## config.mk

```make
export PLATFORM = sky130hd
export DESIGN_NAME = video_instance_address_decode
export DESIGN_NICKNAME = d
export VERILOG_FILES = /design/src/inc/vid_decode_pkg.sv /design/src/video_instance_address_decode.sv
export VERILOG_INCLUDE_DIRS = /design/src /design/src/inc
export SDC_FILE = /design/constraint.sdc
export NUM_CORES = 1
export LEC_CHECK = 0
export BUFFER_PORTS_ARGS = -buffer_cell sky130_fd_sc_hd__buf_2
export CAP_MARGIN = 20
export CORE_ASPECT_RATIO = 1.75
export CORE_MARGIN = 1.5
export CORE_UTILIZATION = 44
export CTS_CLUSTER_SIZE = 16
export DETAILED_ROUTE_END_ITERATION = 10
export PLACE_DENSITY = 0.85
export SYNTH_ARGS = -nofsm -noshare
export SYNTH_HDL_FRONTEND = slang
export SYNTH_SLANG_ARGS = --single-unit
```

## constraint.sdc

```tcl
create_clock -name clk -period 1.8 [get_ports clk]
set_input_delay 0.36 -clock clk [delete_from_list [all_inputs] [get_ports clk]]
set_output_delay 0.36 -clock clk [all_outputs]
set_load 0.1 [all_outputs]
```

## src/inc/vid_decode_consts.svh

```systemverilog
// Offsets, field positions, reset values and address map of the instance decoder.
`ifndef VID_DECODE_CONSTS_SVH
`define VID_DECODE_CONSTS_SVH
// Register indices; the bus byte address is four times the index.
`define IDX_ADAPTER_ID_LOW      3'h0
`define IDX_ADAPTER_ID_HIGH     3'h1
`define IDX_ROM_AND_INST_SEL    3'h2
`define IDX_MODE_CTRL           3'h3
`define IDX_STATUS              3'h4
// Slot configuration register fields.
`define SLOT_ROM_MSB            7
`define SLOT_ROM_LSB            4
`define SLOT_INST_MSB           3
`define SLOT_INST_LSB           1
`define SLOT_ENA_BIT            0
`define SLOT_CFG_RESET          8'h00
// Mode control register fields.
`define MODE_SEL_MSB            1
`define MODE_SEL_LSB            0
`define MODE_LEGACY_EN_BIT      2
`define MODE_CTRL_RESET         8'h00
// Memory and I/O placement.
`define ROM_REGION_TOP3         3'h6
`define ROM_AREA_LIMIT          13'h1C00
`define COP_AREA_TOP3           3'h7
`define IO_BANK_BASE            16'h2100
`define LEGACY_MEM_TOP3         3'h5
`define LEGACY_IO_LOW           16'h03B0
`define LEGACY_IO_HIGH          16'h03DF
// Bus responses.
`define RESP_OKAY               2'h0
`define RESP_SLVERR             2'h2
`define RESP_DECERR             2'h3
`endif

```

## src/inc/vid_decode_pkg.sv

```systemverilog
// Types shared by the instance decoder and its environment.
package vid_decode_pkg;
	typedef enum logic [1:0] {
		MODE_LEGACY   = 2'h0,
		MODE_TEXT132  = 2'h1,
		MODE_EXTENDED = 2'h2,
		MODE_SPARE    = 2'h3
	} mode_e;
	typedef struct packed {
		logic [3:0] rom_block;
		logic [2:0] instance_no;
		logic       enable;
	} slot_cfg_s;
	typedef struct packed {
		logic        valid;
		logic        is_io;
		logic [19:0] addr;
	} dec_req_s;
	typedef struct packed {
		logic rom;
		logic cop;
		logic ioreg;
		logic legacy;
	} dec_hit_s;
endpackage : vid_decode_pkg

```

## src/video_instance_address_decode.sv

```systemverilog
// Slot configuration registers and address decode for one graphics instance.
//
// The AXI4-Lite register port is this design's own decision.
`timescale 1ns/1ps
`include "vid_decode_consts.svh"
module video_instance_address_decode #(
	parameter logic [15:0] ADAPTER_ID = 16'h5A3C // Arbitrary identifier value.
) (
	// Clock and reset.
	input  wire logic                        clk,
	input  wire logic                        rst_n,
	// Slot configuration load from the system configuration logic.
	input  wire logic                        cfg_load,
	input  wire vid_decode_pkg::slot_cfg_s   cfg_data,
	// Address decode request and result.
	input  wire vid_decode_pkg::dec_req_s    dec_req,
	output logic                             dec_valid_r,
	output vid_decode_pkg::dec_hit_s         dec_hit_r,
	output logic                             display_active_r,
	// AXI4-Lite write channels.
	input  wire logic [7:0]                  awaddr,
	input  wire logic                        awvalid,
	output logic                             awready_r,
	input  wire logic [31:0]                 wdata,
	input  wire logic [3:0]                  wstrb,
	input  wire logic                        wvalid,
	output logic                             wready_r,
	output logic [1:0]                       bresp_r,
	output logic                             bvalid_r,
	input  wire logic                        bready,
	// AXI4-Lite read channels.
	input  wire logic [7:0]                  araddr,
	input  wire logic                        arvalid,
	output logic                             arready_r,
	output logic [31:0]                      rdata_r,
	output logic [1:0]                       rresp_r,
	output logic                             rvalid_r,
	input  wire logic                        rready
);
	import vid_decode_pkg::*;

	slot_cfg_s   slot_r;
	logic [7:0]  mode_ctrl_r;
	logic [7:0]  wr_addr_r;
	logic [7:0]  wr_data_r;
	logic        wr_strb0_r;
	logic        aw_held_r;
	logic        w_held_r;
	mode_e       mode;
	logic        legacy_en;
	logic        legacy_mode;
	logic [15:0] io_bank;
	logic [2:0]  wr_idx;
	logic [2:0]  rd_idx;
	logic        do_write;
	logic [7:0]  rd_byte;
	logic [1:0]  rd_resp;
	dec_hit_s    hit_nxt;

	// ------------------------------------------------------------------
	// Slot configuration
	// ------------------------------------------------------------------

	// Only the configuration port loads the slot register; the bus never can.
	always_ff @(posedge clk or negedge rst_n) begin
		if (!rst_n) begin
			slot_r <= slot_cfg_s'(`SLOT_CFG_RESET);
		end else if (cfg_load) begin
			slot_r <= cfg_data;
		end
	end

	assign mode        = mode_e'(mode_ctrl_r[`MODE_SEL_MSB:`MODE_SEL_LSB]);
	assign legacy_en   = mode_ctrl_r[`MODE_LEGACY_EN_BIT];
	assign legacy_mode = (mode == MODE_LEGACY) || (mode == MODE_TEXT132);
	// Each instance gets its own 16-byte I/O bank, so eight never overlap.
	assign io_bank     = `IO_BANK_BASE | {9'h000, slot_r.instance_no, 4'h0};

	// ------------------------------------------------------------------
	// Address decode
	// ------------------------------------------------------------------

	// Decode is purely from configuration and mode; a disabled slot claims nothing.
	always_comb begin
		hit_nxt = '0;
		if (slot_r.enable) begin
			if (dec_req.is_io) begin
				// Sixteen registers per bank, bank chosen by instance number.
				hit_nxt.ioreg  = (dec_req.addr[15:4] == io_bank[15:4]);
				hit_nxt.legacy = legacy_mode && legacy_en
					&& (dec_req.addr[15:0] >= `LEGACY_IO_LOW)
					&& (dec_req.addr[15:0] <= `LEGACY_IO_HIGH);
			end else begin
				if (dec_req.addr[19:13] == {`ROM_REGION_TOP3, slot_r.rom_block}) begin
					hit_nxt.rom = (dec_req.addr[12:0] < `ROM_AREA_LIMIT);
					hit_nxt.cop = (dec_req.addr[12:10] == `COP_AREA_TOP3)
						&& (dec_req.addr[9:7] == slot_r.instance_no);
				end
				// Update accesses are ignored without the legacy enable.
				hit_nxt.legacy = legacy_mode && legacy_en
					&& (dec_req.addr[19:17] == `LEGACY_MEM_TOP3);
			end
		end
	end

	// Results are registered so every decode output comes from a flip-flop.
	always_ff @(posedge clk or negedge rst_n) begin
		if (!rst_n) begin
			dec_valid_r <= 1'b0;
			dec_hit_r   <= '0;
		end else begin
			dec_valid_r <= dec_req.valid;
			dec_hit_r   <= dec_req.valid ? hit_nxt : '0;
		end
	end

	// The picture keeps running whatever the legacy enable says.
	always_ff @(posedge clk or negedge rst_n) begin
		if (!rst_n) begin
			display_active_r <= 1'b0;
		end else begin
			display_active_r <= slot_r.enable;
		end
	end

	// ------------------------------------------------------------------
	// Bus write path
	// ------------------------------------------------------------------

	assign wr_idx   = wr_addr_r[4:2];
	assign do_write = aw_held_r && w_held_r && !bvalid_r;

	// Address and data are taken independently and in either order.
	always_ff @(posedge clk or negedge rst_n) begin
		if (!rst_n) begin
			awready_r <= 1'b1;
			aw_held_r <= 1'b0;
			wr_addr_r <= 8'h00;
		end else if (awvalid && awready_r) begin
			awready_r <= 1'b0;
			aw_held_r <= 1'b1;
			wr_addr_r <= awaddr;
		end else if (bvalid_r && bready) begin
			awready_r <= 1'b1;
			aw_held_r <= 1'b0;
		end
	end

	always_ff @(posedge clk or negedge rst_n) begin
		if (!rst_n) begin
			wready_r   <= 1'b1;
			w_held_r   <= 1'b0;
			wr_data_r  <= 8'h00;
			wr_strb0_r <= 1'b0;
		end else if (wvalid && wready_r) begin
			wready_r   <= 1'b0;
			w_held_r   <= 1'b1;
			wr_data_r  <= wdata[7:0];
			wr_strb0_r <= wstrb[0];
		end else if (bvalid_r && bready) begin
			wready_r <= 1'b1;
			w_held_r <= 1'b0;
		end
	end

	// Only the mode control register is writable; identifier and slot bytes refuse.
	always_ff @(posedge clk or negedge rst_n) begin
		if (!rst_n) begin
			mode_ctrl_r <= `MODE_CTRL_RESET;
		end else if (do_write && (wr_addr_r[1:0] == 2'h0) && (wr_addr_r[7:5] == 3'h0)
				&& (wr_idx == `IDX_MODE_CTRL) && wr_strb0_r) begin
			mode_ctrl_r <= {5'h00, wr_data_r[2:0]};
		end
	end

	always_ff @(posedge clk or negedge rst_n) begin
		if (!rst_n) begin
			bvalid_r <= 1'b0;
			bresp_r  <= `RESP_OKAY;
		end else if (do_write) begin
			bvalid_r <= 1'b1;
			// Upper address bits are decoded too, so no alias can reach the mode register.
			if (wr_addr_r[1:0] != 2'h0 || wr_addr_r[7:5] != 3'h0 || wr_idx > `IDX_STATUS) begin
				bresp_r <= `RESP_DECERR;
			end else if (wr_idx == `IDX_MODE_CTRL) begin
				bresp_r <= `RESP_OKAY;
			end else begin
				bresp_r <= `RESP_SLVERR;
			end
		end else if (bvalid_r && bready) begin
			bvalid_r <= 1'b0;
		end
	end

	// ------------------------------------------------------------------
	// Bus read path
	// ------------------------------------------------------------------

	assign rd_idx = araddr[4:2];

	// Each register is one byte in the low lane; upper bits read as zero.
	always_comb begin
		rd_byte = 8'h00;
		rd_resp = `RESP_OKAY;
		if (araddr[1:0] != 2'h0 || araddr[7:5] != 3'h0) begin
			rd_resp = `RESP_DECERR;
		end else begin
			case (rd_idx)
				`IDX_ADAPTER_ID_LOW:   rd_byte = ADAPTER_ID[7:0];
				`IDX_ADAPTER_ID_HIGH:  rd_byte = ADAPTER_ID[15:8];
				`IDX_ROM_AND_INST_SEL: rd_byte = slot_r;
				`IDX_MODE_CTRL:        rd_byte = mode_ctrl_r;
				`IDX_STATUS:           rd_byte = {4'h0, dec_hit_r};
				default:               rd_resp = `RESP_DECERR;
			endcase
		end
	end

	always_ff @(posedge clk or negedge rst_n) begin
		if (!rst_n) begin
			arready_r <= 1'b1;
			rvalid_r  <= 1'b0;
			rdata_r   <= 32'h0000_0000;
			rresp_r   <= `RESP_OKAY;
		end else if (arvalid && arready_r) begin
			arready_r <= 1'b0;
			rvalid_r  <= 1'b1;
			rdata_r   <= {24'h00_0000, rd_byte};
			rresp_r   <= rd_resp;
		end else if (rvalid_r && rready) begin
			arready_r <= 1'b1;
			rvalid_r  <= 1'b0;
		end
	end
endmodule : video_instance_address_decode

```

; After elaboration in Yosys (flattened, before gate mapping)
; Cells that the tools add are included.
[totals]
inputBits = 90
regBits = 48
word_cells = 95
[op_classes]
order_cmp = 4
n_eq_ne = 11
muxes = 23
n_reduce_logical = 34
[ops]
columns = op, n
row1 = $pmux W8 S5, 1
row2 = $ge A16 B10 Y1 const B, 1
row3 = $le A16 B10 Y1 const B, 1
row4 = $logic_and A1 B1 Y1, 16
row5 = $lt A13 B13 Y1 const B, 1
row6 = $mux W1, 13
row7 = $eq A12 B10 Y1, 1
row8 = $mux W2, 6
row9 = $reduce_bool A2 Y1, 6
row10 = $eq A3 B2 Y1 const B, 3
row11 = $eq A3 B3 Y1 const B, 3
row12 = $mux W4, 2
row13 = $mux W8, 1
row14 = $eq A7 B7 Y1, 1
row15 = $logic_not A3 Y1, 2
row16 = $reduce_bool A3 Y1, 2
row17 = $reduce_or A5 Y1, 1
row18 = $logic_not A2 Y1, 2
row19 = $logic_or A1 B1 Y1, 4
row20 = $eq A3 B1 Y1 const B, 1
row21 = $eq A3 B3 Y1, 1
row22 = $gt A3 B3 Y1 const B, 1
row23 = $eq A2 B1 Y1 const B, 1
row24 = $logic_not A1 Y1, 1

; Logic depth before layout (Yosys ltp)
; Gate-level depths: netlist (run 1).
[logic_depth]
word_depth = 8
ltp_mapped = 5
depth_no_buf = 4

; Worst setup path after synthesis (run 1)
; No wires, ideal clock.
[synth_path]
path_type = register to register
startpoint = register bvalid_r
endpoint = register mode_ctrl_r[0]
setup_slack_ns = -0.020
path_stages_with_launch = 5
synth_period_minus_slack_ns = 1.820
t_required_ns = 1.675
arrival_ns = 1.696
cell_sequence = dfrtp_1 > nand3b_1 > inv_1 > nand3_1 > mux2_2
[synth_via]
elab_chain_len = 6
[synth_lines]
columns = item, line
row1 = "start, declared", video_instance_address_decode.sv:29  ; output logic bvalid_r,
row2 = "start signal, assigned", video_instance_address_decode.sv:178  ; bvalid_r <= 1'b0;
row3 = "start signal, assigned", video_instance_address_decode.sv:181  ; bvalid_r <= 1'b1;
row4 = "start signal, assigned", video_instance_address_decode.sv:191  ; bvalid_r <= 1'b0;
row5 = $logic_not A1 Y1, video_instance_address_decode.sv:131  ; assign do_write = aw_held_r && w_held_r && !bvalid_r;
row6 = $logic_and A1 B1 Y1, video_instance_address_decode.sv:131
row7 = $logic_and A1 B1 Y1 (4 in series), video_instance_address_decode.sv:170  ; end else if (do_write && (wr_addr_r[1:0] == 2'h0) && (wr_addr_r[7:5] == 3'h0)
row8 = "end signal, assigned", video_instance_address_decode.sv:169  ; mode_ctrl_r <= `MODE_CTRL_RESET;
row9 = "end signal, assigned", video_instance_address_decode.sv:172  ; mode_ctrl_r <= {5'h00, wr_data_r[2:0]};
row10 = "end, declared", video_instance_address_decode.sv:43  ; logic [7:0] mode_ctrl_r;
; Every way passes these cells.
; A chain may end at the register's enable or synchronous reset.

; Final worst setup path (run 1)
[layout_path]
startpoint = register wr_addr_r[0]
endpoint = register mode_ctrl_r[1]
[layout_via]
elab_chain_len = 5
[layout_lines]
columns = item, line
row1 = "start, declared", video_instance_address_decode.sv:44  ; logic [7:0] wr_addr_r;
row2 = "start signal, assigned", video_instance_address_decode.sv:142  ; wr_addr_r <= awaddr;
row3 = $logic_not A2 Y1, video_instance_address_decode.sv:170
row4 = $logic_and A1 B1 Y1 (4 in series), video_instance_address_decode.sv:170
; Every way passes these cells.

==> results of run 1 <==
[what timing repair did]
| item | CTS | global route |
|---|---|---|
| hold endpoints to repair | 7 | 0 |
| endpoints found under the setup margin | 1 | 2 |
| resized for setup | 1 | 1 |
| gates cloned | 0 | 0 |
| hold buffers | 1 | 0 |
[power breakdown]
part	internal, uW	total, uW	switching [uW]
logic	352	1410	1060
registers	1320	1500	173
clock network	416	769	353
total	2090	3680	1590
[state kept, by name (all words and copies together) (netlist names)]
name	flops
arready_r	1
aw_held_r	1
awready_r	1
bresp_r	2
bvalid_r	1
dec_hit_r	4
dec_valid_r	1
display_active_r	1
io_bank	3
mode_ctrl_r	3
rdata_r	8
rresp_r	1
rvalid_r	1
slot_r	5
w_held_r	1
wr_addr_r	8
wr_data_r	3
wr_strb0_r	1
wready_r	1
[critical path: stages (launching register included)]
cell	delay [ns]
dfrtp_1	0.39
or4_4	0.57
nor3_4	0.22
nand3_2	0.14
mux2_2	0.30
[area by class of cell]
| type | count | area [um^2] | area share (%) |
|---|---|---|---|
| clock inverters | 1 | 30.0 | 1.06 |
| repair buffers | 81 | 433 | 15.3 |
| inverters | 5 | 18.8 | 0.664 |
| flip-flops and latches | 47 | 1180 | 41.8 |
| multi-input cells | 149 | 1020 | 36.1 |
| well taps | 54 | 67.6 | 2.39 |
| clock buffers | 7 | 76.3 | 2.70 |
[per-layer routing]
| metal | global-route usage [%] | vias to the layer above |
|---|---|---|
| met5 | 0 | - |
| met4 | 8.59 | 0 |
| met3 | 6.11 | 12 |
| met2 | 34.3 | 83 |
| met1 | 18.4 | 842 |
| li1 | - | 833 |
[logic make-up (layout without fill, tap and decap cells)]
group	Yosys count	count (layout)
AND/OR/NAND/NOR	61	61
flip-flops	47	47
buffers and inverters	35	94
multiplexers	28	28
AO/OA/AOI/OAI	26	26
XOR/XNOR	10	10
other	1	24
[through the flow]
stage                     power [uW]  cell area [um^2]
after floorplan                 2690              2420
after global placement          2870              2700
after detailed placement        2920              2700
after CTS                       3700              2820
after global routing            3850              2830
final                           3680              2830
[cell usage in the layout, fill, tap and decap left out, drive strengths merged, types with 2 or more instances in the layout]
cell type	netlist	layout
clkbuf	5	7
mux2	24	24
o21ai	11	11
nand3b	4	4
a31oi	2	2
nand2b	3	3
nand2	25	25
xor2	9	9
conb	1	24
dfstp	3	3
nor2	6	6
a21oi	4	4
nor2b	4	4
buf	25	80
nor4	3	3
o31ai	2	2
inv	5	5
nor3	3	3
or4	3	3
dfrtp	44	44
nand3	2	2
mux2i	4	4
a32oi	2	2
[cells in the mapped netlist (2+ instances only)]
library cell and count:
or4_4 2, buf_4 25, nor4_1 3, o31ai_1 2
dfrtp_1 44, nor2_1 6, nand3b_1 4, clkbuf_1 5
dfstp_2 3, nor2b_1 4, nor3_1 2, a32oi_1 2
a21oi_1 4, o21ai_0 11, nand2b_1 3, a31oi_1 2
nand2_1 25, xor2_1 9, mux2i_1 4, mux2_2 24
inv_1 5, nand3_1 2
[how the worst max path moves through the flow]
stage,from,slack [ns],endpoint,depth (start not counted)
5_1_grt,wr_addr_r[0]$_DFFE_PN0P_,0.02,mode_ctrl_r[0]$_DFFE_PN0P_,4
6_report,wr_addr_r[0]$_DFFE_PN0P_,0.07,mode_ctrl_r[1]$_DFFE_PN0P_,4
4_1_cts,wr_addr_r[0]$_DFFE_PN0P_,0.03,mode_ctrl_r[1]$_DFFE_PN0P_,4
2_1_floorplan,rresp_r[0]$_DFFE_PN0P_,0.1,rresp_r[1],1
3_3_place_gp,dec_req[15],0.01,dec_hit_r[0]$_DFF_PN0_,5
3_5_place_dp,wr_addr_r[0]$_DFFE_PN0P_,0.008,mode_ctrl_r[1]$_DFFE_PN0P_,4
==> flow_summary.toml, run 1 <==
[grt]
antenna_found_initial = 0
grt_first_pass_wirelength_um = 8110
global_route.overflow_total = 0
globalRouteTotalUtil_pct = 18.8
number_of_global_route_vias_before_repair = 1808
grt_max_degree = 41

[synth]
synth_top_area_share_pct = 47.3
ys_seq_area_share_pct = 50.7
synth_adder_area_share_pct = 0
post_synth_num_cell_types = 39
synth_area_mm2 = 0.00233
post_syn_instances = 208
synth_top_cells_by_area = "dfrtp_1, mux2_2, buf_4"
synth.largest_area_cell = "dfrtp_1"
compound_gate_fraction_of_synth_area_pct = 8.17
synth_simple_gate_area_share_pct = 14.2
yosys-mux-area-fraction_pct = 13.3
synth_top_family_by_area = "simple AND/OR/NAND/NOR gates"
yosys.area_share.xor_xnor_pct = 3.76
post_synth.cell_area_avg_um2 = 11.2
synth_edf_count = 0
synth_async_sr_flop_share_pct = 100
synth-warning-count = 0
ys_seq_elements = 47
synth_flop_cell = "dfrtp_1"

[setup_path]
end_kind = "flip-flop"
worstPathRequired_ns = 2.00
worst-r2r-cell-count = 4
worst-path-max-fanout = 3
critPathLaunchType = "flip-flop"
critPathArrivalTime_ns = 1.93
setup.reg_to_reg.worst_slack_ns = 0.07
regToRegStartpoint = "wr_addr_r[0]$_DFFE_PN0P_"
timing_worst_setup_path_type = "flip-flop to flip-flop"
crit-reg2reg-capture = "mode_ctrl_r[1]$_DFFE_PN0P_"

[finish]
proportion_of_layout_cells_with_a_drive_suffix_above_1_pct = 41.7
area_delta_synth_final_pct = 21.4
finalCoreUtilization_pct = 56.3
fin_cells = 344
design.final.nets = 379
num-fill-cells = 449
diodes = 0

[clock_network]
cts.reportedPaths.clkPinSlew_ns = 0.09
clkLatencyLatePin_ns = 0.31
post_cts_buffers = 0
clock-root-buffer = "clkbuf_8"
tritoncts = "done"
cts-buffers-inserted = 5
cts-root-to-sink-buffers = 2
htree_num_levels = 2
cts_num_sinks = 47

[sta]
final_min_period_over_clock_period_pct = 95.9
timing.setup.tns_ns = 0
timing.final.ws_setup_ns = 0.0730
rsz0062_at_grt = "false"
period_needed_ns = 1.73
timing_max_transition_violations_final = 0
maxClockFrequency_mhz = 579
final-hold-violation-count = 0
clock-skew-final_ns = 0.00720
fin_hold_ws_ns = 0.178
timing.final.setup_violations = 0

[drt]
route.final.wire_length_um = 5100
wire_length_on_met3_um = 440
wl_per_cell_um = 14.8
detail_route.vias_per_cell = 5.15
dr_total_vias = 1770
drt_iter0_markers = 78
wl_met2_um = 2800
post-route-drc-count = 10
drt.antenna.violating_nets = 0
wl_met1_um = 1740
firstDrtPassIters = 7
routed.top_layer = "met4"

[floorplan]
chipWidth_um = 58.0
placementRows = 34
pin_count = 137
core_mm2 = 0.00502
fp.dieArea_mm2 = 0.00575
floorplan.initialDensity_pct = 46.4
fp.dieH_um = 99.2

[power_and_ir_drop]
power-per-cell-area_mw_per_mm2 = 1300
power.leakage_uw = 0.00139
ir_drop_v = 0.000866

[placement]
place.detailed.instances = 335
dpl_worst_slack_ns = 0.00817
dp_hpwl_um = 3990
place_congestion = 0.724
portBuffers = 76

[run_status]
failed_checks = "design-rule violations"
outcome = "finished with violations"

[worst_hold_path]
worst_hold_path.num_cells = 1
worstHoldStart = "dec_req[21]"
endpoint_worst_hold = "dec_valid_r$_DFF_PN0_"
min-delay-path-class = "input port to flip-flop"

[flow_run]
drv_cap = 0
Power figures use the tool's default switching activity.
==> run 2: changes to the inputs <==
- REMOVE_ABC_BUFFERS: default -> 1
==> run 2 against run 1 <==
Net effect: the run still ends with design-rule violations left; utilization rose by 0.17 points; wire length shrank 2.8%; combinational power about the same; fmax is 0.57% higher; worst hold slack improved by 0.00054 ns; largest cell class unchanged; highest routed layer unchanged.
==> flow_summary.toml, run 2 (same netlist as run 1, synthesis figures left out) <==
[floorplan]
fp.dieArea_mm2 = 0.00575
pin_count = 137
core_mm2 = 0.00502
fp.dieH_um = 99.2
placementRows = 34
floorplan.initialDensity_pct = 46.4
chipWidth_um = 58.0

[setup_path]
worst-path-buf-inv = 0
setup.reg_to_reg.worst_slack_ns = 0.08
worst-path-max-fanout = 3
crit-reg2reg-capture = "mode_ctrl_r[0]$_DFFE_PN0P_"
cpPeakStageDelay_ns = 0.56
critical_path_cell_by_cell = "or4_4, nor3_4, nand3_2, mux2_2"
regToRegStartpoint = "wr_addr_r[0]$_DFFE_PN0P_"
crit_slowest_cell = "or4_4"
critical_path.startpoint = "wr_addr_r[0]$_DFFE_PN0P_"
end_kind = "flip-flop"
worst-r2r-cell-count = 4
path_delay_family = "simple AND/OR/NAND/NOR gates"
worstPathRequired_ns = 1.99
timing_worst_setup_path_type = "flip-flop to flip-flop"
critPathLaunchType = "flip-flop"
critPathArrivalTime_ns = 1.91

[finish]
layout_common_cells = "buf_2, dfrtp_1, nand2_1"
area_delta_synth_final_pct = 21.8
diodes = 0
final_common_cell = "buf_2"
top_regs = "rdata_r (8), wr_addr_r (8), slot_r (5)"
fin_cells = 344
design.final.nets = 379
proportion_of_layout_cells_with_a_drive_suffix_above_1_pct = 42.1
num-fill-cells = 459

[drt]
wire_length_on_met3_um = 405
firstDrtPassIters = 8
wl_per_cell_um = 14.4
wl_met1_um = 1750
detail_route.vias_per_cell = 5.08
post-route-drc-count = 11
drt.antenna.violating_nets = 0
route.final.wire_length_um = 4960
drt_iter0_markers = 67
routed.top_layer = "met4"
dr_total_vias = 1747
wl_met2_um = 2730

[flow_run]
drv_cap = 0

[power_and_ir_drop]
internal-power_uw = 2100
swShare_pct = 43.5
power-per-cell-area_mw_per_mm2 = 1310
power.leakage_uw = 0.00140
net_switching_power_of_the_design_uw = 1610
clock_power_share_pct = 21.5
sequentialPowerShare_pct = 40.4
totalPowerFinal_uw = 3710
ir_drop_v = 0.000972
power_frac_comb_pct = 38.1

[worst_hold_path]
endpoint_worst_hold = "dec_valid_r$_DFF_PN0_"
worstHoldStart = "dec_req[21]"
worst_hold_path.num_cells = 1
min-delay-path-class = "input port to flip-flop"

[grt]
globalRouteTotalUtil_pct = 18.0
number_of_global_route_vias_before_repair = 1773
grt_max_degree = 30
antenna_found_initial = 0
grt_first_pass_wirelength_um = 7900
global_route.overflow_total = 0

[placement]
dp_hpwl_um = 3990
portBuffers = 76
place.detailed.instances = 335
place_congestion = 0.756

[sta]
maxClockFrequency_mhz = 582
final-hold-violation-count = 0
timing.final.setup_violations = 0
timing_max_transition_violations_final = 0
timing.setup.tns_ns = 0
rsz0062_at_grt = "false"
period_needed_ns = 1.72
clock-skew-final_ns = 0.00751
final_min_period_over_clock_period_pct = 95.4

[clock_network]
tritoncts = "done"
post_cts_buffers = 0
clkLatencyLatePin_ns = 0.31
htree_num_levels = 2
cts_num_sinks = 47
cts-root-to-sink-buffers = 2
cts.reportedPaths.clkPinSlew_ns = 0.09
clock-root-buffer = "clkbuf_8"
cts-buffers-inserted = 5

[run_status]
failed_checks = "design-rule violations"
outcome = "finished with violations"
==> run 2: changes by cell type in the layout (fill, tap and decap cells not counted), sizes merged <==
| cell | before | now |
|---|---|---|
| clkbuf | 7 | 5 |
| clkinv | 0 | 1 |
| inv | 5 | 6 |
==> run 2: final cells by class <==
| class | count | area [um^2] | share of cell area [%] |
|---|---|---|---|
| clock buffers | 5 | 68.8 | 2.43 |
| flip-flops and latches | 47 | 1180 | 41.6 |
| well taps | 54 | 67.6 | 2.38 |
| inverters | 5 | 18.8 | 0.662 |
| repair buffers | 81 | 433 | 15.3 |
| multi-input cells | 149 | 1020 | 36.0 |
| clock inverters | 3 | 47.5 | 1.68 |
==> run 2: worst max-delay path by stage <==
stage	cells after the start	endpoint
floorplan	0	rresp_r[0]
global placement	5	dec_hit_r[0]$_DFF_PN0_
detailed placement	5	dec_hit_r[0]$_DFF_PN0_
CTS	4	mode_ctrl_r[0]$_DFFE_PN0P_
global route	4	mode_ctrl_r[0]$_DFFE_PN0P_
finish	4	mode_ctrl_r[0]$_DFFE_PN0P_
==> run 2: through the flow <==
step	hold WS (ns)	setup WS (ns)	cell area [um^2]	utilization [%]
CTS	0.176	0.00987	2830	56.3
floorplan	0.0644	-0.0534	2210	-
finish	0.179	0.0828	2840	56.5
global placement	0.324	0.0160	2700	53.8
global route	0.177	0.0250	2840	56.5
detailed placement	0.334	0.0251	2700	53.8
==> run 2: worst register-to-register path, stage by stage, from the launching register on <==
cell,delay (ns)
dfrtp_1,0.38
or4_4,0.56
nor3_4,0.24
nand3_2,0.14
mux2_2,0.29
==> run 2: metal layers <==
layer  GRT usage (%)  vias to the layer above
met5               0                        -
met4            5.37                        0
met3            4.68                        5
met2            34.1                       89
met1            18.5                      818
li1                -                      835
==> run 2: repair_timing <==
item / 4_1_cts / 5_1_grt
gates resized for setup: 0 / 2
setup endpoints to repair: 0 / 3
hold endpoints to repair: 1 / 0
hold buffers: 1 / 0
==> run 2: power groups by stage <==
stage	Sequential [uW]	Combinational, uW	Clock (uW)
final	1500	1410	799
after detailed placement	1510	1410	0
after global routing	1530	1480	847
after floorplan	2030	592	0
after global placement	1500	1380	0
after CTS	1490	1410	810
==> run 3: changes to the inputs <==
- CELL_PAD_IN_SITES_DETAIL_PLACEMENT: default -> 1
- CELL_PAD_IN_SITES_GLOBAL_PLACEMENT: default -> 1
- CORE_UTILIZATION: 44 -> 32
- GPL_TIMING_DRIVEN: default -> 0
==> run 3 against run 2 <==
Net effect: register-to-register slack gained 0.04 ns; clock skew shrank 0.0031 ns; clock power grew 31%; the flow finishes with violations (negative hold slack); die area grew 36%; sequential share of layout area shrank 0.86 points.
==> flow_summary.toml, run 3 (same netlist as run 1, synthesis figures left out) <==
[drt]
drt.antenna.violating_nets = 0
route.final.wire_length_um = 5300
wl_per_cell_um = 14.3
post-route-drc-count = 0
firstDrtPassIters = 4
detail_route.vias_per_cell = 4.69
drt_iter0_markers = 88
dr_total_vias = 1746

[floorplan]
core_mm2 = 0.00713
fp.dieH_um = 116
fp.dieArea_mm2 = 0.00782
floorplan.initialDensity_pct = 32.7
pin_count = 137
placementRows = 41
chipWidth_um = 67.5

[finish]
proportion_of_layout_cells_with_a_drive_suffix_above_1_pct = 41.6
register_area_mm2 = 0.00118
final_common_cell = "buf_2"
num-fill-cells = 812
top_regs = "rdata_r (8), wr_addr_r (8), slot_r (5)"
finalCoreUtilization_pct = 40.6
design.final.nets = 375
diodes = 0
final_area_mm2 = 0.00290
area_delta_synth_final_pct = 24.4
multi_input_comb_area_mm2 = 0.00102
layout_common_cells = "buf_2, dfrtp_1, nand2_1"

[run_status]
failed_checks = "negative hold slack"
outcome = "finished with violations"

[grt]
antenna_found_initial = 0
global_route.overflow_total = 0
globalRouteTotalUtil_pct = 14.4
grt_first_pass_wirelength_um = 8200
global_route.usage.met3_pct = 4.27
grt_use_met1_pct = 15.0
number_of_global_route_vias_before_repair = 1710
globalRoute.busiestLayer = "met2"
grt_util_met2_pct = 25.8
grt_max_degree = 48

[flow_run]
drv_cap = 0

[power_and_ir_drop]
ir_drop_v = 0.000702
sequentialPowerShare_pct = 37.8
totalPowerFinal_uw = 3960
net_switching_power_of_the_design_uw = 1630
power-per-cell-area_mw_per_mm2 = 1370
clock_power_share_pct = 26.6
internal-power_uw = 2330
power_frac_comb_pct = 35.6
swShare_pct = 41.2
power.leakage_uw = 0.00140

[clock_network]
tritoncts = "done"
clock-root-buffer = "clkbuf_16"
cts_num_sinks = 47
clkLatencyLatePin_ns = 0.29
cts.reportedPaths.clkPinSlew_ns = 0.06
postCtsHoldBufs = 0
post_cts_buffers = 0
htree_num_levels = 2
number_of_gates_resized_after_cts = 0
cts-root-to-sink-buffers = 2
cts-buffers-inserted = 5

[worst_hold_path]
min-delay-path-class = "input port to async pin"

[sta]
clock-skew-final_ns = 0.00442
timing.final.setup_violations = 0
maxClockFrequency_mhz = 596
rsz0062_at_grt = "false"
period_needed_ns = 1.68
final_min_period_over_clock_period_pct = 93.3
timing_max_transition_violations_final = 0
final-hold-violation-count = 13
fin_hold_ws_ns = -0.00797

[placement]
post_dp_cell_area_mm2 = 0.00270
portBuffers = 76
place_congestion = 0.820
dp_hpwl_um = 4270

[setup_path]
setup.reg_to_reg.worst_slack_ns = 0.12
cpPeakStageDelay_ns = 0.56
critPathLaunchType = "flip-flop"
timing_worst_setup_path_type = "flip-flop to flip-flop"
critical_path_cell_by_cell = "or4_4, nor3_4, nand3_2, mux2_2"
critPathArrivalTime_ns = 1.86
worstPathRequired_ns = 1.98
end_kind = "flip-flop"
worst-path-max-fanout = 3
crit_slowest_cell = "or4_4"
run 3: cell types whose count changed in the layout (fill, tap and decap cells not counted), sizes merged:
cell / before / now
inv: 6 / 5
clkinv: 1 / 2
dlygate4sd3: 1 / 0
buf: 80 / 77
run 3: layer usage:
layer | up-vias | wire length, um
met1 | 839 | 1860
met2 | 74 | 2960
met3 | 9 | 370
met4 | 0 | 116
met5 | - | 0
li1 | 824 | -
run 3: worst paths after layout:
kind                                     startpoint                    endpoint  cells after the start
min                                           rst_n        rvalid_r$_DFFE_PN0P_                      1
max                        wr_addr_r[0]$_DFFE_PN0P_  mode_ctrl_r[2]$_DFFE_PN0P_                      4
max reg2reg                wr_addr_r[0]$_DFFE_PN0P_  mode_ctrl_r[2]$_DFFE_PN0P_                      4
min reg2reg                   slot_r[0]$_DFFE_PN0P_  display_active_r$_DFF_PN0_                      0
max in group asynchronous                     rst_n      io_bank[6]$_DFFE_PN0P_                      2
min in group clk                        dec_req[21]       dec_valid_r$_DFF_PN0_                      1
run 3: power groups by stage:
stage	combinational, uW	sequential (uW)	clock, uW
after floorplan	592	2030	0
after global placement	1380	1500	0
after detailed placement	1410	1510	0
after CTS	1410	1500	1090
after global routing	1500	1530	1110
final	1410	1500	1050
run 3: layout make-up:
class	instances	share of cell area (%)
Inverter	5	0.648
Tap cell	86	3.71
Timing Repair Buffer	77	13.8
Sequential cell	47	40.7
Clock buffer	5	4.32
Multi-Input combinational cell	149	35.2
Clock inverter	3	1.51
run 3: through the flow:
step	setup WS [ns]	instances	hold slack, ns	TNS, ns
2_1_floorplan	-0.0534	201	0.0644	-0.188
3_3_place_gp	0.00193	363	0.407	0
3_5_place_dp	-0.0159	363	0.416	-0.0159
5_1_grt	0.0229	372	0.0172	0
4_1_cts	0.0399	371	0.206	0
6_report	0.121	372	-0.00797	0
run 3: critical path: cells and delay by family, from the launching register on:
family,cells,cell delay (ns)
flip-flops,1,0.38
AND/OR/NAND/NOR,3,0.90
multiplexers,1,0.29
